`src/core/link_status_pkg.sv`:
```
// constants for the link status register bank
package link_status_pkg;
  // ==========================================================
  // register indices (byte address = index * 4)
  localparam logic [9:0]  STATUS_IDX     = 10'h052;
  localparam logic [9:0]  CTRL_IDX       = 10'h0f0;
  localparam logic [9:0]  MAXW0_IDX      = 10'h0f1;
  localparam logic [9:0]  MAXW1_IDX      = 10'h0f2;
  localparam logic [9:0]  RAW_IDX        = 10'h0f3;
  localparam int          ADDR_LSB       = 2;
  localparam int          ADDR_MSB       = 11;
  // ==========================================================
  // status word fields
  localparam int          SPEED_LSB      = 0;
  localparam int          SPEED_W        = 4;
  localparam int          WIDTH_LSB      = 4;
  localparam int          WIDTH_W        = 6;
  localparam int          SCLK_BIT       = 12;
  localparam int          STATUS_W       = 16;
  // ==========================================================
  // control register fields
  localparam int          CTRL_MULTI_BIT = 0;
  localparam int          CTRL_LOCK_BIT  = 1;
  localparam int          CTRL_FSEL_BIT  = 2;
  // raw register fields
  localparam int          RAW_TRAIN_BIT  = 10;
  localparam int          RAW_MODE_BIT   = 11;
  // ==========================================================
  // reset values and codes
  localparam logic [3:0]  SPEED_RESET    = 4'h1;
  localparam logic [3:0]  SPEED_GEN1     = 4'h1;
  localparam logic [3:0]  SPEED_GEN2     = 4'h2;
  localparam logic [5:0]  MAXW_RESET     = 6'h04;
  localparam logic [5:0]  WIDTH_FAIL     = 6'h00;
  localparam logic [5:0]  WIDTH_X1       = 6'h01;
  localparam logic [5:0]  WIDTH_X2       = 6'h02;
  localparam logic [5:0]  WIDTH_X4       = 6'h04;
  localparam logic [5:0]  WIDTH_X12A     = 6'h08;
  localparam logic [5:0]  WIDTH_X12B     = 6'h18;
  localparam logic [5:0]  WIDTH_X16      = 6'h10;
  localparam logic [5:0]  WIDTH_X32      = 6'h20;
  localparam logic [5:0]  SUPPORTED_MASK = 6'h07;
endpackage

```
`src/core/link_status_regs.sv`:
```
// link status register bank with ahb-lite slave
// How it works
// - current speed is four bits, resets to 1; 1 is 2.5 GT/s, 2 is 5 GT/s.
// - negotiated width uses codes x1,x2,x4,x12,x16,x32 in bits 9:4.
// - unsupported max width setting makes the width field mirror that setting.
// - supported max width but failed training reports width zero.
// - width reporting uses function 0 max width setting only.
// - slot clock bit set means common reference clock with the partner.
// - slot clock bit initialised from clocking mode, write-lockable, sticky.
// - every function reads the same slot clock bit.
// - bits 10, 11, 13, 14 and 15 always read zero.
module link_status_regs #(
  parameter logic [5:0] SUPPORTED = link_status_pkg::SUPPORTED_MASK
) (
  input  wire logic        hclk,
  input  wire logic        hresetn,
  input  wire logic        hsel,
  input  wire logic [31:0] haddr,
  input  wire logic [1:0]  htrans,
  input  wire logic        hwrite,
  input  wire logic [2:0]  hsize,
  input  wire logic [31:0] hwdata,
  input  wire logic        hready,
  output logic      [31:0] hrdata,
  output logic             hreadyout,
  output logic             hresp,
  input  wire logic        soft_reset,
  input  wire logic [3:0]  link_speed,
  input  wire logic [5:0]  trained_width,
  input  wire logic        link_trained,
  input  wire logic        clock_mode
);
  // ==========================================================
  // bus state
  typedef enum logic [1:0] {
    bus_idle,
    bus_write,
    bus_read1,
    bus_read2
  } bus_state_t;

  bus_state_t  state;
  bus_state_t  next_state;
  logic [9:0]  idx;
  logic        take;
  logic [31:0] next_rdata;
  logic        wr_status;
  logic        wr_ctrl;
  logic        wr_maxw0;
  logic        wr_maxw1;

  // ==========================================================
  // block state
  logic [3:0]  speed;
  logic [5:0]  maxw0;
  logic [5:0]  maxw1;
  logic        multi_func;
  logic        locked;
  logic        func_sel;
  logic        slot_clock;
  logic [5:0]  width_field;
  logic [15:0] status_word;

  assign hresp = 1'b0;
  assign take  = hsel && hready && htrans[1];
  assign hreadyout = (state != bus_read1);

  // ==========================================================
  // address phase capture
  always_ff @(posedge hclk or negedge hresetn) begin
    if (!hresetn) begin
      idx <= 10'h000;
    end else if (take) begin
      idx <= haddr[link_status_pkg::ADDR_MSB:link_status_pkg::ADDR_LSB];
    end
  end

  always_comb begin
    next_state = state;
    case (state)
      bus_read1: begin
        next_state = bus_read2;
      end
      default: begin
        if (take && hwrite) begin
          next_state = bus_write;
        end else if (take) begin
          next_state = bus_read1;
        end else if (hready) begin
          next_state = bus_idle;
        end
      end
    endcase
  end

  always_ff @(posedge hclk or negedge hresetn) begin
    if (!hresetn) begin
      state <= bus_idle;
    end else begin
      state <= next_state;
    end
  end

  // ==========================================================
  // write decode in the data phase
  always_comb begin
    wr_status = 1'b0;
    wr_ctrl   = 1'b0;
    wr_maxw0  = 1'b0;
    wr_maxw1  = 1'b0;
    if (state == bus_write) begin
      if (idx == link_status_pkg::STATUS_IDX) begin
        wr_status = 1'b1;
      end else if (idx == link_status_pkg::CTRL_IDX) begin
        wr_ctrl = 1'b1;
      end else if (idx == link_status_pkg::MAXW0_IDX) begin
        wr_maxw0 = 1'b1;
      end else if (idx == link_status_pkg::MAXW1_IDX) begin
        wr_maxw1 = 1'b1;
      end
    end
  end

  // ==========================================================
  // control and max width settings
  always_ff @(posedge hclk or negedge hresetn) begin
    if (!hresetn) begin
      multi_func <= 1'b0;
      locked     <= 1'b0;
      func_sel   <= 1'b0;
    end else if (soft_reset) begin
      multi_func <= 1'b0;
      locked     <= 1'b0;
      func_sel   <= 1'b0;
    end else if (wr_ctrl) begin
      multi_func <= hwdata[link_status_pkg::CTRL_MULTI_BIT];
      locked     <= hwdata[link_status_pkg::CTRL_LOCK_BIT];
      func_sel   <= hwdata[link_status_pkg::CTRL_FSEL_BIT];
    end
  end

  always_ff @(posedge hclk or negedge hresetn) begin
    if (!hresetn) begin
      maxw0 <= link_status_pkg::MAXW_RESET;
      maxw1 <= link_status_pkg::MAXW_RESET;
    end else if (soft_reset) begin
      maxw0 <= link_status_pkg::MAXW_RESET;
      maxw1 <= link_status_pkg::MAXW_RESET;
    end else begin
      if (wr_maxw0) begin
        maxw0 <= hwdata[5:0];
      end
      if (wr_maxw1) begin
        maxw1 <= hwdata[5:0];
      end
    end
  end

  // ==========================================================
  // current speed follows the training logic
  always_ff @(posedge hclk or negedge hresetn) begin
    if (!hresetn) begin
      speed <= link_status_pkg::SPEED_RESET;
    end else if (soft_reset) begin
      speed <= link_status_pkg::SPEED_RESET;
    end else begin
      speed <= link_speed;
    end
  end

  // ==========================================================
  // width and slot clock
  // function 0 setting drives the width in every mode
  width_reporter #(
    .SUPPORTED     (SUPPORTED)
  ) u_width (
    .hclk          (hclk),
    .hresetn       (hresetn),
    .soft_reset    (soft_reset),
    .max_width     (maxw0),
    .trained_width (trained_width),
    .link_trained  (link_trained),
    .width_field   (width_field)
  );

  slot_clock_bit u_sclk (
    .hclk       (hclk),
    .hresetn    (hresetn),
    .clock_mode (clock_mode),
    .wr_en      (wr_status),
    .wr_value   (hwdata[link_status_pkg::SCLK_BIT]),
    .locked     (locked),
    .slot_clock (slot_clock)
  );

  // one word serves both functions
  always_comb begin
    status_word = '0;
    status_word[link_status_pkg::SPEED_LSB +: 4] = speed;
    status_word[link_status_pkg::WIDTH_LSB +: 6] = width_field;
    status_word[link_status_pkg::SCLK_BIT] = slot_clock;
  end

  // ==========================================================
  // read data, loaded in the wait cycle
  always_comb begin
    next_rdata = 32'h0000_0000;
    if (idx == link_status_pkg::STATUS_IDX) begin
      next_rdata[15:0] = status_word;
    end else if (idx == link_status_pkg::CTRL_IDX) begin
      next_rdata[link_status_pkg::CTRL_MULTI_BIT] = multi_func;
      next_rdata[link_status_pkg::CTRL_LOCK_BIT]  = locked;
      next_rdata[link_status_pkg::CTRL_FSEL_BIT]  = func_sel;
    end else if (idx == link_status_pkg::MAXW0_IDX) begin
      next_rdata[5:0] = maxw0;
    end else if (idx == link_status_pkg::MAXW1_IDX) begin
      next_rdata[5:0] = maxw1;
    end else if (idx == link_status_pkg::RAW_IDX) begin
      next_rdata[3:0] = link_speed;
      next_rdata[9:4] = trained_width;
      next_rdata[link_status_pkg::RAW_TRAIN_BIT] = link_trained;
      next_rdata[link_status_pkg::RAW_MODE_BIT]  = clock_mode;
    end
  end

  always_ff @(posedge hclk or negedge hresetn) begin
    if (!hresetn) begin
      hrdata <= 32'h0000_0000;
    end else if (state == bus_read1) begin
      hrdata <= next_rdata;
    end
  end

  // ==========================================================
  // checks
  chk_speed_reset_one: assert property (
    @(posedge hclk) $rose(hresetn) |-> speed == 4'h1)
    else $error("speed field not one after reset");

  chk_speed_follows: assert property (
    @(posedge hclk) disable iff (!hresetn)
    !soft_reset |=> speed == $past(link_speed))
    else $error("speed field does not follow link");

  chk_width_mirror: assert property (
    @(posedge hclk) disable iff (!hresetn)
    (!soft_reset && maxw0 != 6'h01 && maxw0 != 6'h02 && maxw0 != 6'h04
      && SUPPORTED == 6'h07) |=> width_field == $past(maxw0))
    else $error("width does not mirror unsupported setting");

  chk_width_fail_zero: assert property (
    @(posedge hclk) disable iff (!hresetn)
    (!soft_reset && !link_trained && maxw0 == 6'h04 && SUPPORTED[2])
      |=> width_field == 6'h00)
    else $error("width not zero on failed training");

  chk_width_trained: assert property (
    @(posedge hclk) disable iff (!hresetn)
    (!soft_reset && link_trained && maxw0 == 6'h01 && SUPPORTED[0])
      |=> width_field == $past(trained_width))
    else $error("width does not show trained width");

  chk_func1_ignored: assert property (
    @(posedge hclk) disable iff (!hresetn)
    (wr_maxw1 && !soft_reset) |=> $stable(maxw0))
    else $error("function 1 setting reached function 0");

  chk_sclk_init: assert property (
    @(posedge hclk) $rose(hresetn) |=> slot_clock == $past(clock_mode))
    else $error("slot clock bit not taken from clock mode");

  chk_sclk_locked: assert property (
    @(posedge hclk) disable iff (!hresetn)
    (u_sclk.captured && locked) |=> $stable(slot_clock))
    else $error("slot clock bit changed while locked");

  chk_sclk_sticky: assert property (
    @(posedge hclk) disable iff (!hresetn)
    (u_sclk.captured && soft_reset && !wr_status) |=> $stable(slot_clock))
    else $error("slot clock bit lost on soft reset");

  chk_reserved_zero: assert property (
    @(posedge hclk) disable iff (!hresetn)
    (state == bus_read2 && idx == link_status_pkg::STATUS_IDX)
      |-> (hrdata[31:13] == 19'h0 && hrdata[11:10] == 2'h0
           && hrdata[12] == $past(slot_clock)))
    else $error("status reserved bits not zero");

  chk_ro_write: assert property (
    @(posedge hclk) disable iff (!hresetn)
    (wr_status && !soft_reset) |=> speed == $past(link_speed))
    else $error("status write altered read-only field");

  chk_speed_soft_reset: assert property (
    @(posedge hclk) disable iff (!hresetn)
    soft_reset |=> speed == link_status_pkg::SPEED_RESET)
    else $error("speed field not one after soft reset");

  chk_sclk_write: assert property (
    @(posedge hclk) disable iff (!hresetn)
    (u_sclk.captured && wr_status && !locked)
      |=> slot_clock == $past(hwdata[link_status_pkg::SCLK_BIT]))
    else $error("unlocked slot clock write not taken");

  chk_width_x12_mirror: assert property (
    @(posedge hclk) disable iff (!hresetn)
    (!soft_reset && maxw0 == link_status_pkg::WIDTH_X12B)
      |=> width_field == link_status_pkg::WIDTH_X12B)
    else $error("width does not mirror x12 setting");
endmodule

```
`src/core/width_reporter.sv`:
```
// negotiated width reporting from max width setting and training result
module width_reporter #(
  parameter logic [5:0] SUPPORTED = link_status_pkg::SUPPORTED_MASK
) (
  input  wire logic       hclk,
  input  wire logic       hresetn,
  input  wire logic       soft_reset,
  input  wire logic [5:0] max_width,
  input  wire logic [5:0] trained_width,
  input  wire logic       link_trained,
  output logic      [5:0] width_field
);
  // ==========================================================
  // supported check, one term per one-hot width code
  logic [5:0] hit;
  logic       supported;
  genvar i;
  generate
    for (i = 0; i < 6; i++) begin : g_hit
      assign hit[i] = SUPPORTED[i] && (max_width == (6'h01 << i));
    end
  endgenerate
  assign supported = |hit;

  // ==========================================================
  // registered field
  always_ff @(posedge hclk or negedge hresetn) begin
    if (!hresetn) begin
      width_field <= link_status_pkg::WIDTH_FAIL;
    end else if (soft_reset) begin
      width_field <= link_status_pkg::WIDTH_FAIL;
    end else if (!supported) begin
      width_field <= max_width;
    end else if (!link_trained) begin
      width_field <= link_status_pkg::WIDTH_FAIL;
    end else begin
      width_field <= trained_width;
    end
  end
endmodule

```
`src/core/slot_clock_bit.sv`:
```
// sticky, write-lockable slot clock configuration bit
module slot_clock_bit (
  input  wire logic hclk,
  input  wire logic hresetn,
  input  wire logic clock_mode,
  input  wire logic wr_en,
  input  wire logic wr_value,
  input  wire logic locked,
  output logic      slot_clock
);
  logic captured;

  // ==========================================================
  // strap taken on the first edge after reset release
  always_ff @(posedge hclk or negedge hresetn) begin
    if (!hresetn) begin
      captured <= 1'b0;
    end else begin
      captured <= 1'b1;
    end
  end

  // soft reset does not reach this bit
  always_ff @(posedge hclk or negedge hresetn) begin
    if (!hresetn) begin
      slot_clock <= 1'b0;
    end else if (!captured) begin
      slot_clock <= clock_mode;
    end else if (wr_en && !locked) begin
      slot_clock <= wr_value;
    end
  end
endmodule

```
`config.mk`:
```
export PLATFORM = sky130hd
export DESIGN_NAME = link_status_regs
export DESIGN_NICKNAME = d
export VERILOG_FILES = /design/src/core/link_status_pkg.sv /design/src/core/link_status_regs.sv /design/src/core/width_reporter.sv /design/src/core/slot_clock_bit.sv
export SDC_FILE = /design/constraint.sdc
export NUM_CORES = 1
export LEC_CHECK = 0
export BUFFER_PORTS_ARGS = -buffer_cell sky130_fd_sc_hd__buf_2
export CORE_MARGIN = 3
export CORE_UTILIZATION = 42
export CTS_CLUSTER_DIAMETER = 60
export DETAILED_ROUTE_END_ITERATION = 7
export PLACE_DENSITY = 0.76
export SYNTH_ARGS = -nofsm -noshare
export SYNTH_HDL_FRONTEND = slang
export SYNTH_SLANG_ARGS = --single-unit
```
`constraint.sdc`:
```
create_clock -name hclk -period 1.7 [get_ports hclk]
set_input_delay 0.085 -clock hclk [delete_from_list [all_inputs] [get_ports hclk]]
set_output_delay 0.085 -clock hclk [all_outputs]
set_load 0.1 [all_outputs]
```
==> flow_summary_export.csv, run 1 <==
group,metric,value,unit
worst_setup_path,crit_required,1.89,ns
drt,wl_per_cell,16.5,microns
placement,hpwl,4450,microns
layout,antenna_cells,0,
run,cap_violations,0,
sta,relSlewSlack,0.613,
yosys,syn_inst,239,
worst_setup_path,cp-end-kind,"register",
floorplan,rows,27,
yosys,ys_warn_count,0,
drt,dr.pass1.iters,4,
hold_path,min_path_cells,2,
cts,htreeDepth,2,
cts,cts_made_buffers,5,
layout,final_common_cell,"dfrtp_1",
drt,vias_per_cell,5.36,
cts,clock_latency,0.31,ns
cts,root_buffer,"clkbuf_8",
drt,route.antenna.remaining_nets,0,
global_route,grt_max_degree,27,
placement,portBuffers,49,
hold_path,min-delay-start,"haddr[6]",
drt,routed_wl,6400,microns
sta,fin_worst_skew,0.00571,ns
yosys,ys_ff_latch,52,
floorplan,fp.dieArea,0.00707,sq mm
worst_setup_path,r2r_end,"u_sclk.slot_clock$_DFFE_PN0P_",
drt,drtIter0Drc,189,
drt,drc,0,
global_route,antenna_found_initial,0,
layout,drive_gt1_frac,0.385,
layout,fill_cells,471,
status,violations,"negative setup slack",
sta,finalCritPeriodShare,1.11,
sta,report.final.slew_viol_count,0,
sta,worst-slew-pin-transition,0.580,ns
sta,setup_violations,21,
pwr,total_power,4.30,mW
hold_path,holdPathEnd,"idx[4]$_DFFE_PN0N_",
yosys,syn_avg_cell_area,10.7,sq um
drt,vias,2086,
floorplan,die_w,84.1,microns
layout,final_nets,403,
worst_setup_path,ff2ff_path_depth,4,
layout,final_cell_mix,"dfrtp_1 (49), buf_2 (48), nor2_1 (29)",
global_route,grt_pass1_wl,10800,microns
worst_setup_path,worstSetupStartpointType,"register",
pwr,cellLeakagePower,1.54,nW
worst_setup_path,worstReg2RegStart,"idx[2]$_DFFE_PN0N_",
floorplan,io_pins,121,
cts,clock-sinks,52,
worst_setup_path,cp_max_fo,3,
floorplan,fp.dieH,84.1,microns
global_route,overflow,0,
global_route,grt_pass1_vias,2096,
floorplan,start_util,0.449,
hold_path,hold_path_class,"in -> reg",
status,status,"finished, violations left",
placement,place_inst,373,
placement,routabilityCongestion,0.810,
yosys,synth_cell_type_count,38,
pwr,power_density,1300,mW/mm^2
sta,hold_violations,0,
cts,clk_pin_slew,0.09,ns
layout,area_growth_syn_to_layout,29.0,%
layout,stdcell_count,389,
global_route,grt_usage,0.189,
sta,grt_setup_unrepaired,"yes",
yosys,syn_area,0.00256,sq mm
cts,clock_path_buffers,2,
sta,min_period,1.88,ns
placement,pre_cts_ws,-0.188,ns
worst_setup_path,r2r_slack,-0.18,ns
yosys,synth_seq_area_share,0.509,
worst_setup_path,critPathArrivalTime,2.07,ns
floorplan,core_area,0.00571,sq mm
cts,cts_tree,"done",
sta,fmax,0.531,GHz
sta,fin_ws,-0.183,ns
worst_setup_path,critPathKind,"reg -> reg",
pwr,vdd_drop_max,0.975,mV
-- Yosys cell counts (all sizes together) --
library cell,n,share of area
nor4,4,0.026
dfrtp,49,0.48
dfstp,3,0.031
o22a,3,0.010
nor2b,6,0.015
or2,2,0.0049
o31a,1,0.0034
o21ai,7,0.014
nor2,29,0.042
nand2,16,0.023
o211a,1,0.0039
xor2,1,0.0034
a211o,1,0.0034
mux2i,17,0.066
a21oi,6,0.012
buf,23,0.065
nor3,4,0.0078
or4,2,0.0059
or4b,2,0.0093
inv,3,0.0044
mux2,13,0.057
nand3,10,0.020
o211ai,5,0.015
nand2b,2,0.0049
clkbuf,8,0.012
nor4b,1,0.0034
o22ai,3,0.0073
o221ai,1,0.0034
o31ai,1,0.0029
a221oi,4,0.014
a31oi,4,0.0098
nand4bb,2,0.0088
a22o,3,0.010
conb,2,0.0029
-- power breakdown --
group | switching, mW | internal, mW | total [mW]
logic | 1.41 | 0.500 | 1.91
clock network | 0.423 | 0.444 | 0.867
registers | 0.116 | 1.40 | 1.52
total | 1.95 | 2.35 | 4.30
-- registers in the layout, summed over array words and instances, names as in the netlist --
name,cells
func_sel,1
hrdata,13
idx,10
locked,1
maxw0,6
maxw1,6
multi_func,1
speed,4
state,2
u_sclk.captured,1
u_sclk.slot_clock,1
u_width.width_field,6
-- worst max-delay path: stages (launching register included) --
cell and delay [ns]:
dfrtp_1 0.39, or4b_4 0.59, or4_4 0.47, o31ai_4 0.20, a31oi_1 0.11
-- cell type report --
class	instances	area [sq um]	share of cell area
clock buffer	5	68.8	0.0208
clock inverter	3	46.3	0.0140
inverter	3	11.3	0.00341
multi-input combinational	172	1230	0.373
sequential	52	1310	0.395
tap	72	90.1	0.0273
timing repair buffer	82	551	0.167
-- repair_timing --
| item | 4_1_cts | 5_1_grt |
|---|---|---|
| hold endpoints to repair | 26 | 1 |
| pin swaps | 17 | 6 |
| buffers inserted | 2 | 2 |
| hold buffers | 4 | 1 |
| setup endpoints to repair | 26 | 29 |
| resized for setup | 19 | 9 |
-- stage by stage --
stage / TNS, ns / utilization / area [sq um] / hold slack, ns
6_report: -1.47 / 0.579 / 3300 / 0.00760
5_1_grt: -3.55 / 0.579 / 3300 / 0.00441
4_1_cts: -2.02 / 0.570 / 3250 / 0.000119
3_5_place_dp: -1.31 / 0.523 / 2980 / 0.112
3_3_place_gp: -0.607 / 0.523 / 2980 / 0.103
2_1_floorplan: -0.164 / - / 2650 / -0.211
-- routing by layer --
metal / vias up / track usage / share of wire
li1: 962 / - / -
met3: 8 / 0.0464 / 0.068
met2: 90 / 0.294 / 0.49
met5: - / 0 / 0
met1: 1026 / 0.263 / 0.43
met4: 0 / 0.0512 / 0.012
-- worst max path at each step --
| stage | cells past startpoint | to | start | slack (ns) |
|---|---|---|---|---|
| floorplan | 4 | u_sclk.slot_clock$_DFFE_PN0P_ | idx[2]$_DFFE_PN0N_ | -0.08 |
| global placement | 4 | u_sclk.slot_clock$_DFFE_PN0P_ | idx[2]$_DFFE_PN0N_ | -0.11 |
| detailed placement | 4 | u_sclk.slot_clock$_DFFE_PN0P_ | idx[2]$_DFFE_PN0N_ | -0.19 |
| CTS | 4 | u_sclk.slot_clock$_DFFE_PN0P_ | idx[3]$_DFFE_PN0N_ | -0.17 |
| global route | 4 | u_sclk.slot_clock$_DFFE_PN0P_ | idx[3]$_DFFE_PN0N_ | -0.23 |
| finish | 4 | u_sclk.slot_clock$_DFFE_PN0P_ | idx[2]$_DFFE_PN0N_ | -0.18 |
-- kinds of logic (layout without fill, tap and decap cells) --
logic type	after synthesis	in the layout	synth area share
other	2	21	0.00293
DFF	52	52	0.509
muxes	30	30	0.124
buffers and inverters	34	93	0.0811
xor gates and xnor gates	1	1	0.00342
and+or+nand+nor	80	80	0.171
AOI/OAI and AO/OA	40	40	0.108
Power figures use the tool's default switching activity.
==> run 2, diff against run 1 <==
--- a/config.mk
+++ b/config.mk
@@ -11,6 +11,7 @@
 export CTS_CLUSTER_DIAMETER = 60
 export DETAILED_ROUTE_END_ITERATION = 7
 export PLACE_DENSITY = 0.76
+export SKIP_LAST_GASP = 1
 export SYNTH_ARGS = -nofsm -noshare
 export SYNTH_HDL_FRONTEND = slang
 export SYNTH_SLANG_ARGS = --single-unit
==> run 2 against run 1 <==
  * The run still ends with negative setup slack left
  * Die area did not move
  * Fmax rose by 0.13%
  * Final cell count did not move
  * Register-to-register slack barely moved
  * Worst hold slack got worse by 0.0025 ns
  * Core utilization rose by 0.088 points
  * Power barely moved
  * Critical path type unchanged
==> flow_summary_export.csv, run 2 (synthesis gave the netlist of run 1 again) <==
group,metric,value,unit
status,status,"finished, violations left",
status,violations,"negative setup slack",
global_route,antenna_found_initial,0,
layout,reg_top3,"hrdata x13, idx x10",
cts,root_buffer,"clkbuf_8",
worst_setup_path,path_cells,"or4b_4 -> or4_4 -> o31ai_4 -> a31oi_1",
layout,area_growth_syn_to_layout,29.2,%
drt,drc,0,
worst_setup_path,worstReg2RegStart,"idx[2]$_DFFE_PN0N_",
floorplan,start_util,0.449,
global_route,grt_max_degree,27,
sta,relSlewSlack,0.607,
layout,final_cell_mix,"dfrtp_1 (49), buf_2 (48), nor2_1 (29)",
pwr,vdd_drop_max,0.975,mV
sta,report.final.slew_viol_count,0,
pwr,power_density,1300,mW/mm^2
sta,fin_worst_skew,0.00679,ns
sta,fmax,0.532,GHz
floorplan,die_w,84.1,microns
layout,largest_reg_flops,13,
worst_setup_path,cp-end-kind,"register",
global_route,grt_pass1_vias,2090,
worst_setup_path,crit_slowest_cell,"or4b_4",
cts,clock_path_buffers,2,
placement,routabilityCongestion,0.810,
layout,antenna_cells,0,
global_route,overflow,0,
sta,finalCritPeriodShare,1.11,
pwr,total_power,4.30,mW
sta,hold_violations,0,
global_route,grt_pass1_wl,10700,microns
floorplan,rows,27,
worst_setup_path,cp_top_family,"simple AND/OR/NAND/NOR gates",
worst_setup_path,ff2ff_path_depth,4,
sta,setup_violations,20,
worst_setup_path,critPathArrivalTime,2.07,ns
drt,routed_wl,6430,microns
cts,clk_pin_slew,0.09,ns
drt,wl_per_cell,16.5,microns
worst_setup_path,r2r_end,"u_sclk.slot_clock$_DFFE_PN0P_",
worst_setup_path,endpoint,"u_sclk.slot_clock$_DFFE_PN0P_",
worst_setup_path,worstSetupStartpoint,"idx[2]$_DFFE_PN0N_",
layout,final_common_cell,"dfrtp_1",
hold_path,hold_path_class,"in -> reg",
sta,fin_ws,-0.180,ns
pwr,cellLeakagePower,1.54,nW
cts,cts_made_buffers,5,
layout,fill_cells,471,
worst_setup_path,crit_buf_inv,0,
layout,drive_gt1_frac,0.388,
cts,cts_tree,"done",
worst_setup_path,cp_max_fo,3,
sta,grt_setup_unrepaired,"yes",
floorplan,fp.dieArea,0.00707,sq mm
cts,htreeDepth,2,
global_route,grt_usage,0.188,
sta,min_period,1.88,ns
placement,hpwl,4450,microns
cts,clock_latency,0.31,ns
floorplan,io_pins,121,
drt,vias,2063,
cts,clock-sinks,52,
worst_setup_path,crit_required,1.89,ns
layout,top_register,"hrdata",
worst_setup_path,critPathKind,"reg -> reg",
drt,vias_per_cell,5.30,
floorplan,core_area,0.00571,sq mm
worst_setup_path,worst-path-stages,4,
worst_setup_path,r2r_slack,-0.18,ns
drt,drtIter0Drc,204,
sta,hold_ws,0.00511,ns
placement,portBuffers,49,
layout,final_nets,403,
drt,route.antenna.remaining_nets,0,
floorplan,fp.dieH,84.1,microns
worst_setup_path,max_stage_delay,0.59,ns
run,cap_violations,0,
worst_setup_path,worstSetupStartpointType,"register",
drt,dr.pass1.iters,4,
sta,worst-slew-pin-transition,0.590,ns
-- run 2: cell counts in the layout (fill, tap and decap cells not counted) --
Identical to the previous run, type by type.
-- run 2: worst min-delay path by stage --
stage	start	to	slack (ns)	cells past startpoint
2_1_floorplan	hresetn	func_sel$_DFFE_PN0P_	-0.21	0
5_1_grt	clock_mode	hrdata[11]$_DFFE_PN0P_	0.004	3
4_1_cts	haddr[7]	idx[5]$_DFFE_PN0N_	0.0001	2
3_5_place_dp	hresetn	idx[1]$_DFFE_PN0N_	0.11	1
3_3_place_gp	hresetn	idx[1]$_DFFE_PN0N_	0.10	1
6_report	haddr[6]	idx[4]$_DFFE_PN0N_	0.005	2
-- run 2: timing repair --
| action | CTS | global route |
|---|---|---|
| resized for setup | 19 | 10 |
| endpoints found under the hold margin | 26 | 1 |
| pin swaps | 15 | 6 |
| setup endpoints to repair | 26 | 29 |
| setup buffers | 2 | 2 |
| gates cloned | 0 | 0 |
| hold buffers | 4 | 1 |
-- run 2: stage by stage --
step,cells,cell area [sq um],util,setup slack [ns],setup TNS [ns]
floorplan,258,2650,-,-0.0771,-0.164
global placement,373,2980,0.523,-0.109,-0.607
detailed placement,373,2980,0.523,-0.188,-1.31
CTS,387,3250,0.570,-0.166,-2.03
global route,389,3310,0.580,-0.227,-3.63
finish,389,3310,0.580,-0.180,-1.43
-- run 2: layer usage --
layer	up-vias	track usage	wire (microns)	share of wire
li1	962	-	-	-
met3	6	0.0464	392	0.061
met2	79	0.294	3170	0.49
met4	0	0.0512	69	0.011
met1	1016	0.261	2800	0.44
met5	-	0	0	0
-- run 2: where the power goes --
part           internal, mW  switching, mW  total (mW)
Combinational         0.500           1.42        1.92
Sequential             1.40          0.117        1.52
Clock                 0.444          0.424       0.868
Total                  2.35           1.96        4.30
-- run 2: area by class of cell --
cell class,instances,area [sq um],share of cell area
Clock buffer,5,68.8,0.0208
Clock inverter,3,46.3,0.0140
Inverter,3,11.3,0.00340
Multi-Input combinational cell,172,1240,0.374
Sequential cell,52,1310,0.394
Tap cell,72,90.1,0.0272
Timing Repair Buffer,82,551,0.166
==> run 3, diff against run 2 <==
--- a/config.mk
+++ b/config.mk
@@ -10,7 +10,7 @@
 export CORE_UTILIZATION = 42
 export CTS_CLUSTER_DIAMETER = 60
 export DETAILED_ROUTE_END_ITERATION = 7
-export PLACE_DENSITY = 0.76
+export PLACE_DENSITY_LB_ADDON = 0.15
 export SKIP_LAST_GASP = 1
 export SYNTH_ARGS = -nofsm -noshare
 export SYNTH_HDL_FRONTEND = slang
==> constraint.sdc (replaced) <==
create_clock -name hclk -period 1.7 [get_ports hclk]
set_input_delay 0.425 -clock hclk [delete_from_list [all_inputs] [get_ports hclk]]
set_output_delay 0.425 -clock hclk [all_outputs]
set_load 0.1 [all_outputs]
==> run 3 against run 2 <==
  * The flow still finishes with violations (negative setup slack)
  * Sequential share of layout area up 0.22 points
  * Combinational power about the same
  * Critical path depth stayed put
  * Die area did not move
  * Non-clock buffer count is 1 higher
  * First-iteration DRC count decreased by 44%
  * Power down 2.8%
  * Clock skew increased by 0.0031 ns
  * Via count fell by 2.5%
  * Largest cell class unchanged
  * Largest power group unchanged
==> flow_summary_export.csv, run 3 (synthesis gave the netlist of run 1 again) <==
group,metric,value,unit
layout,final_nets,404,
worst_setup_path,crit_slowest_cell,"or4b_1",
global_route,overflow,0,
worst_setup_path,critPathArrivalTime,2.04,ns
sta,min_period,1.85,ns
hold_path,hold_path_class,"in -> reg",
floorplan,rows,27,
worst_setup_path,crit_required,1.89,ns
pwr,vdd_drop_max,0.841,mV
status,status,"finished, violations left",
worst_setup_path,cp_max_fo,4,
cts,root_buffer,"clkbuf_8",
layout,fin_util,0.576,
floorplan,io_pins,121,
worst_setup_path,critPathKind,"reg -> reg",
sta,fin_worst_skew,0.00988,ns
pwr,cellLeakagePower,1.54,nW
global_route,grt_pass1_wl,9710,microns
sta,setup_violations,27,
worst_setup_path,cp-end-kind,"register",
placement,hpwl,4310,microns
floorplan,core_area,0.00571,sq mm
drt,wl_per_cell,14.9,microns
sta,fin_ws,-0.148,ns
layout,drive_gt1_frac,0.399,
floorplan,fp.dieArea,0.00707,sq mm
hold_path,min_path_cells,2,
pwr,power_density,1270,mW/mm^2
run,cap_violations,0,
sta,finalCritPeriodShare,1.09,
layout,area_growth_syn_to_layout,28.4,%
cts,clock-sinks,52,
sta,grt_setup_unrepaired,"yes",
cts,htreeDepth,2,
placement,portBuffers,49,
floorplan,fp.dieH,84.1,microns
cts,clk_pin_slew,0.10,ns
layout,top_register,"hrdata",
drt,vias,2012,
worst_setup_path,worstSetupStartpointType,"register",
cts,clock_path_buffers,2,
layout,final_common_cell,"dfrtp_1",
drt,drc,0,
cts,cts_made_buffers,5,
layout,largest_reg_flops,13,
cts,cts_tree,"done",
worst_setup_path,r2r_slack,-0.15,ns
worst_setup_path,path_cells,"or4b_1 -> or4_4 -> mux2i_1 -> nor2_1",
status,violations,"negative setup slack",
sta,report.final.slew_viol_count,0,
global_route,grt_pass1_vias,1943,
floorplan,die_w,84.1,microns
layout,fin_area,0.00329,sq mm
placement,placed_area,0.00302,sq mm
layout,antenna_cells,0,
global_route,grt_max_degree,26,
drt,drtIter0Drc,115,
placement,routabilityCongestion,0.805,
cts,clock_latency,0.31,ns
drt,routed_wl,5820,microns
pwr,total_power,4.18,mW
global_route,grt_usage,0.171,
global_route,antenna_found_initial,0,
worst_setup_path,ff2ff_path_depth,4,
sta,hold_violations,0,
worst_setup_path,max_stage_delay,0.54,ns
sta,fmax,0.541,GHz
layout,final_cell_mix,"dfrtp_1 (49), buf_2 (48), nor2_1 (29)",
layout,reg_top3,"hrdata x13, idx x10",
floorplan,start_util,0.449,
drt,dr.pass1.iters,4,
drt,vias_per_cell,5.16,
drt,route.antenna.remaining_nets,0,
## run 3: timing repair
action                                  in CTS  in global routing
hold endpoints to repair                     4                  0
resized for setup                            9                 20
hold buffers                                 1                  0
setup buffers                                2                  5
endpoints found under the setup margin      27                 29
pin swaps                                    2                 18
## run 3: final timing paths
kind / startpoint / to
worst max-delay path: idx[0]$_DFFE_PN0N_ / locked$_DFFE_PN0P_
worst min-delay path: hwrite / state[1]$_DFFE_PN0P_
worst max register to register: idx[0]$_DFFE_PN0N_ / locked$_DFFE_PN0P_
worst min register to register: hrdata[12]$_DFFE_PN0P_ / hrdata[12]$_DFFE_PN0P_
max in group asynchronous: hresetn / u_width.width_field[5]$_DFF_PN0_
min in group asynchronous: hresetn / maxw1[3]$_DFFE_PN0P_
## run 3: critical path: cells and delay by family (launching register included)
family           cells  cell delay (ns)
and+or+nand+nor      3             1.13
muxes                1             0.18
DFF                  1             0.42
## run 3: cell type report
type	instances	area (sq um)
multi-input cells	172	1210
repair buffers	83	584
inverters	3	11.3
fillers	535	2420
flip-flops and latches	52	1310
clock inverters	3	25.0
well taps	72	90.1
clock buffers	5	68.8
## run 3: routing by layer
| metal | global-route usage | part of all wire | up-vias |
|---|---|---|---|
| met5 | 0 | 0 | - |
| met4 | 0.0526 | 0.013 | 0 |
| met3 | 0.0346 | 0.051 | 5 |
| met2 | 0.255 | 0.47 | 56 |
| met1 | 0.251 | 0.47 | 990 |
| li1 | - | - | 961 |
## run 3: power breakdown
group / total (mW) / internal, mW / switching (mW)
sequential: 1.50 / 1.40 / 0.0927
clock: 0.742 / 0.301 / 0.441
combinational: 1.94 / 0.524 / 1.42
## run 3: through the flow
stage / setup slack (ns) / TNS [ns] / std cells / hold slack [ns]
after global placement: -0.138 / -1.91 / 375 / 0.351
after detailed placement: -0.149 / -2.33 / 375 / 0.346
after CTS: -0.147 / -2.82 / 386 / 0.308
after global routing: -0.235 / -4.52 / 390 / 0.309
after floorplan: -0.0771 / -0.164 / 258 / 0.129
final: -0.148 / -2.01 / 390 / 0.314
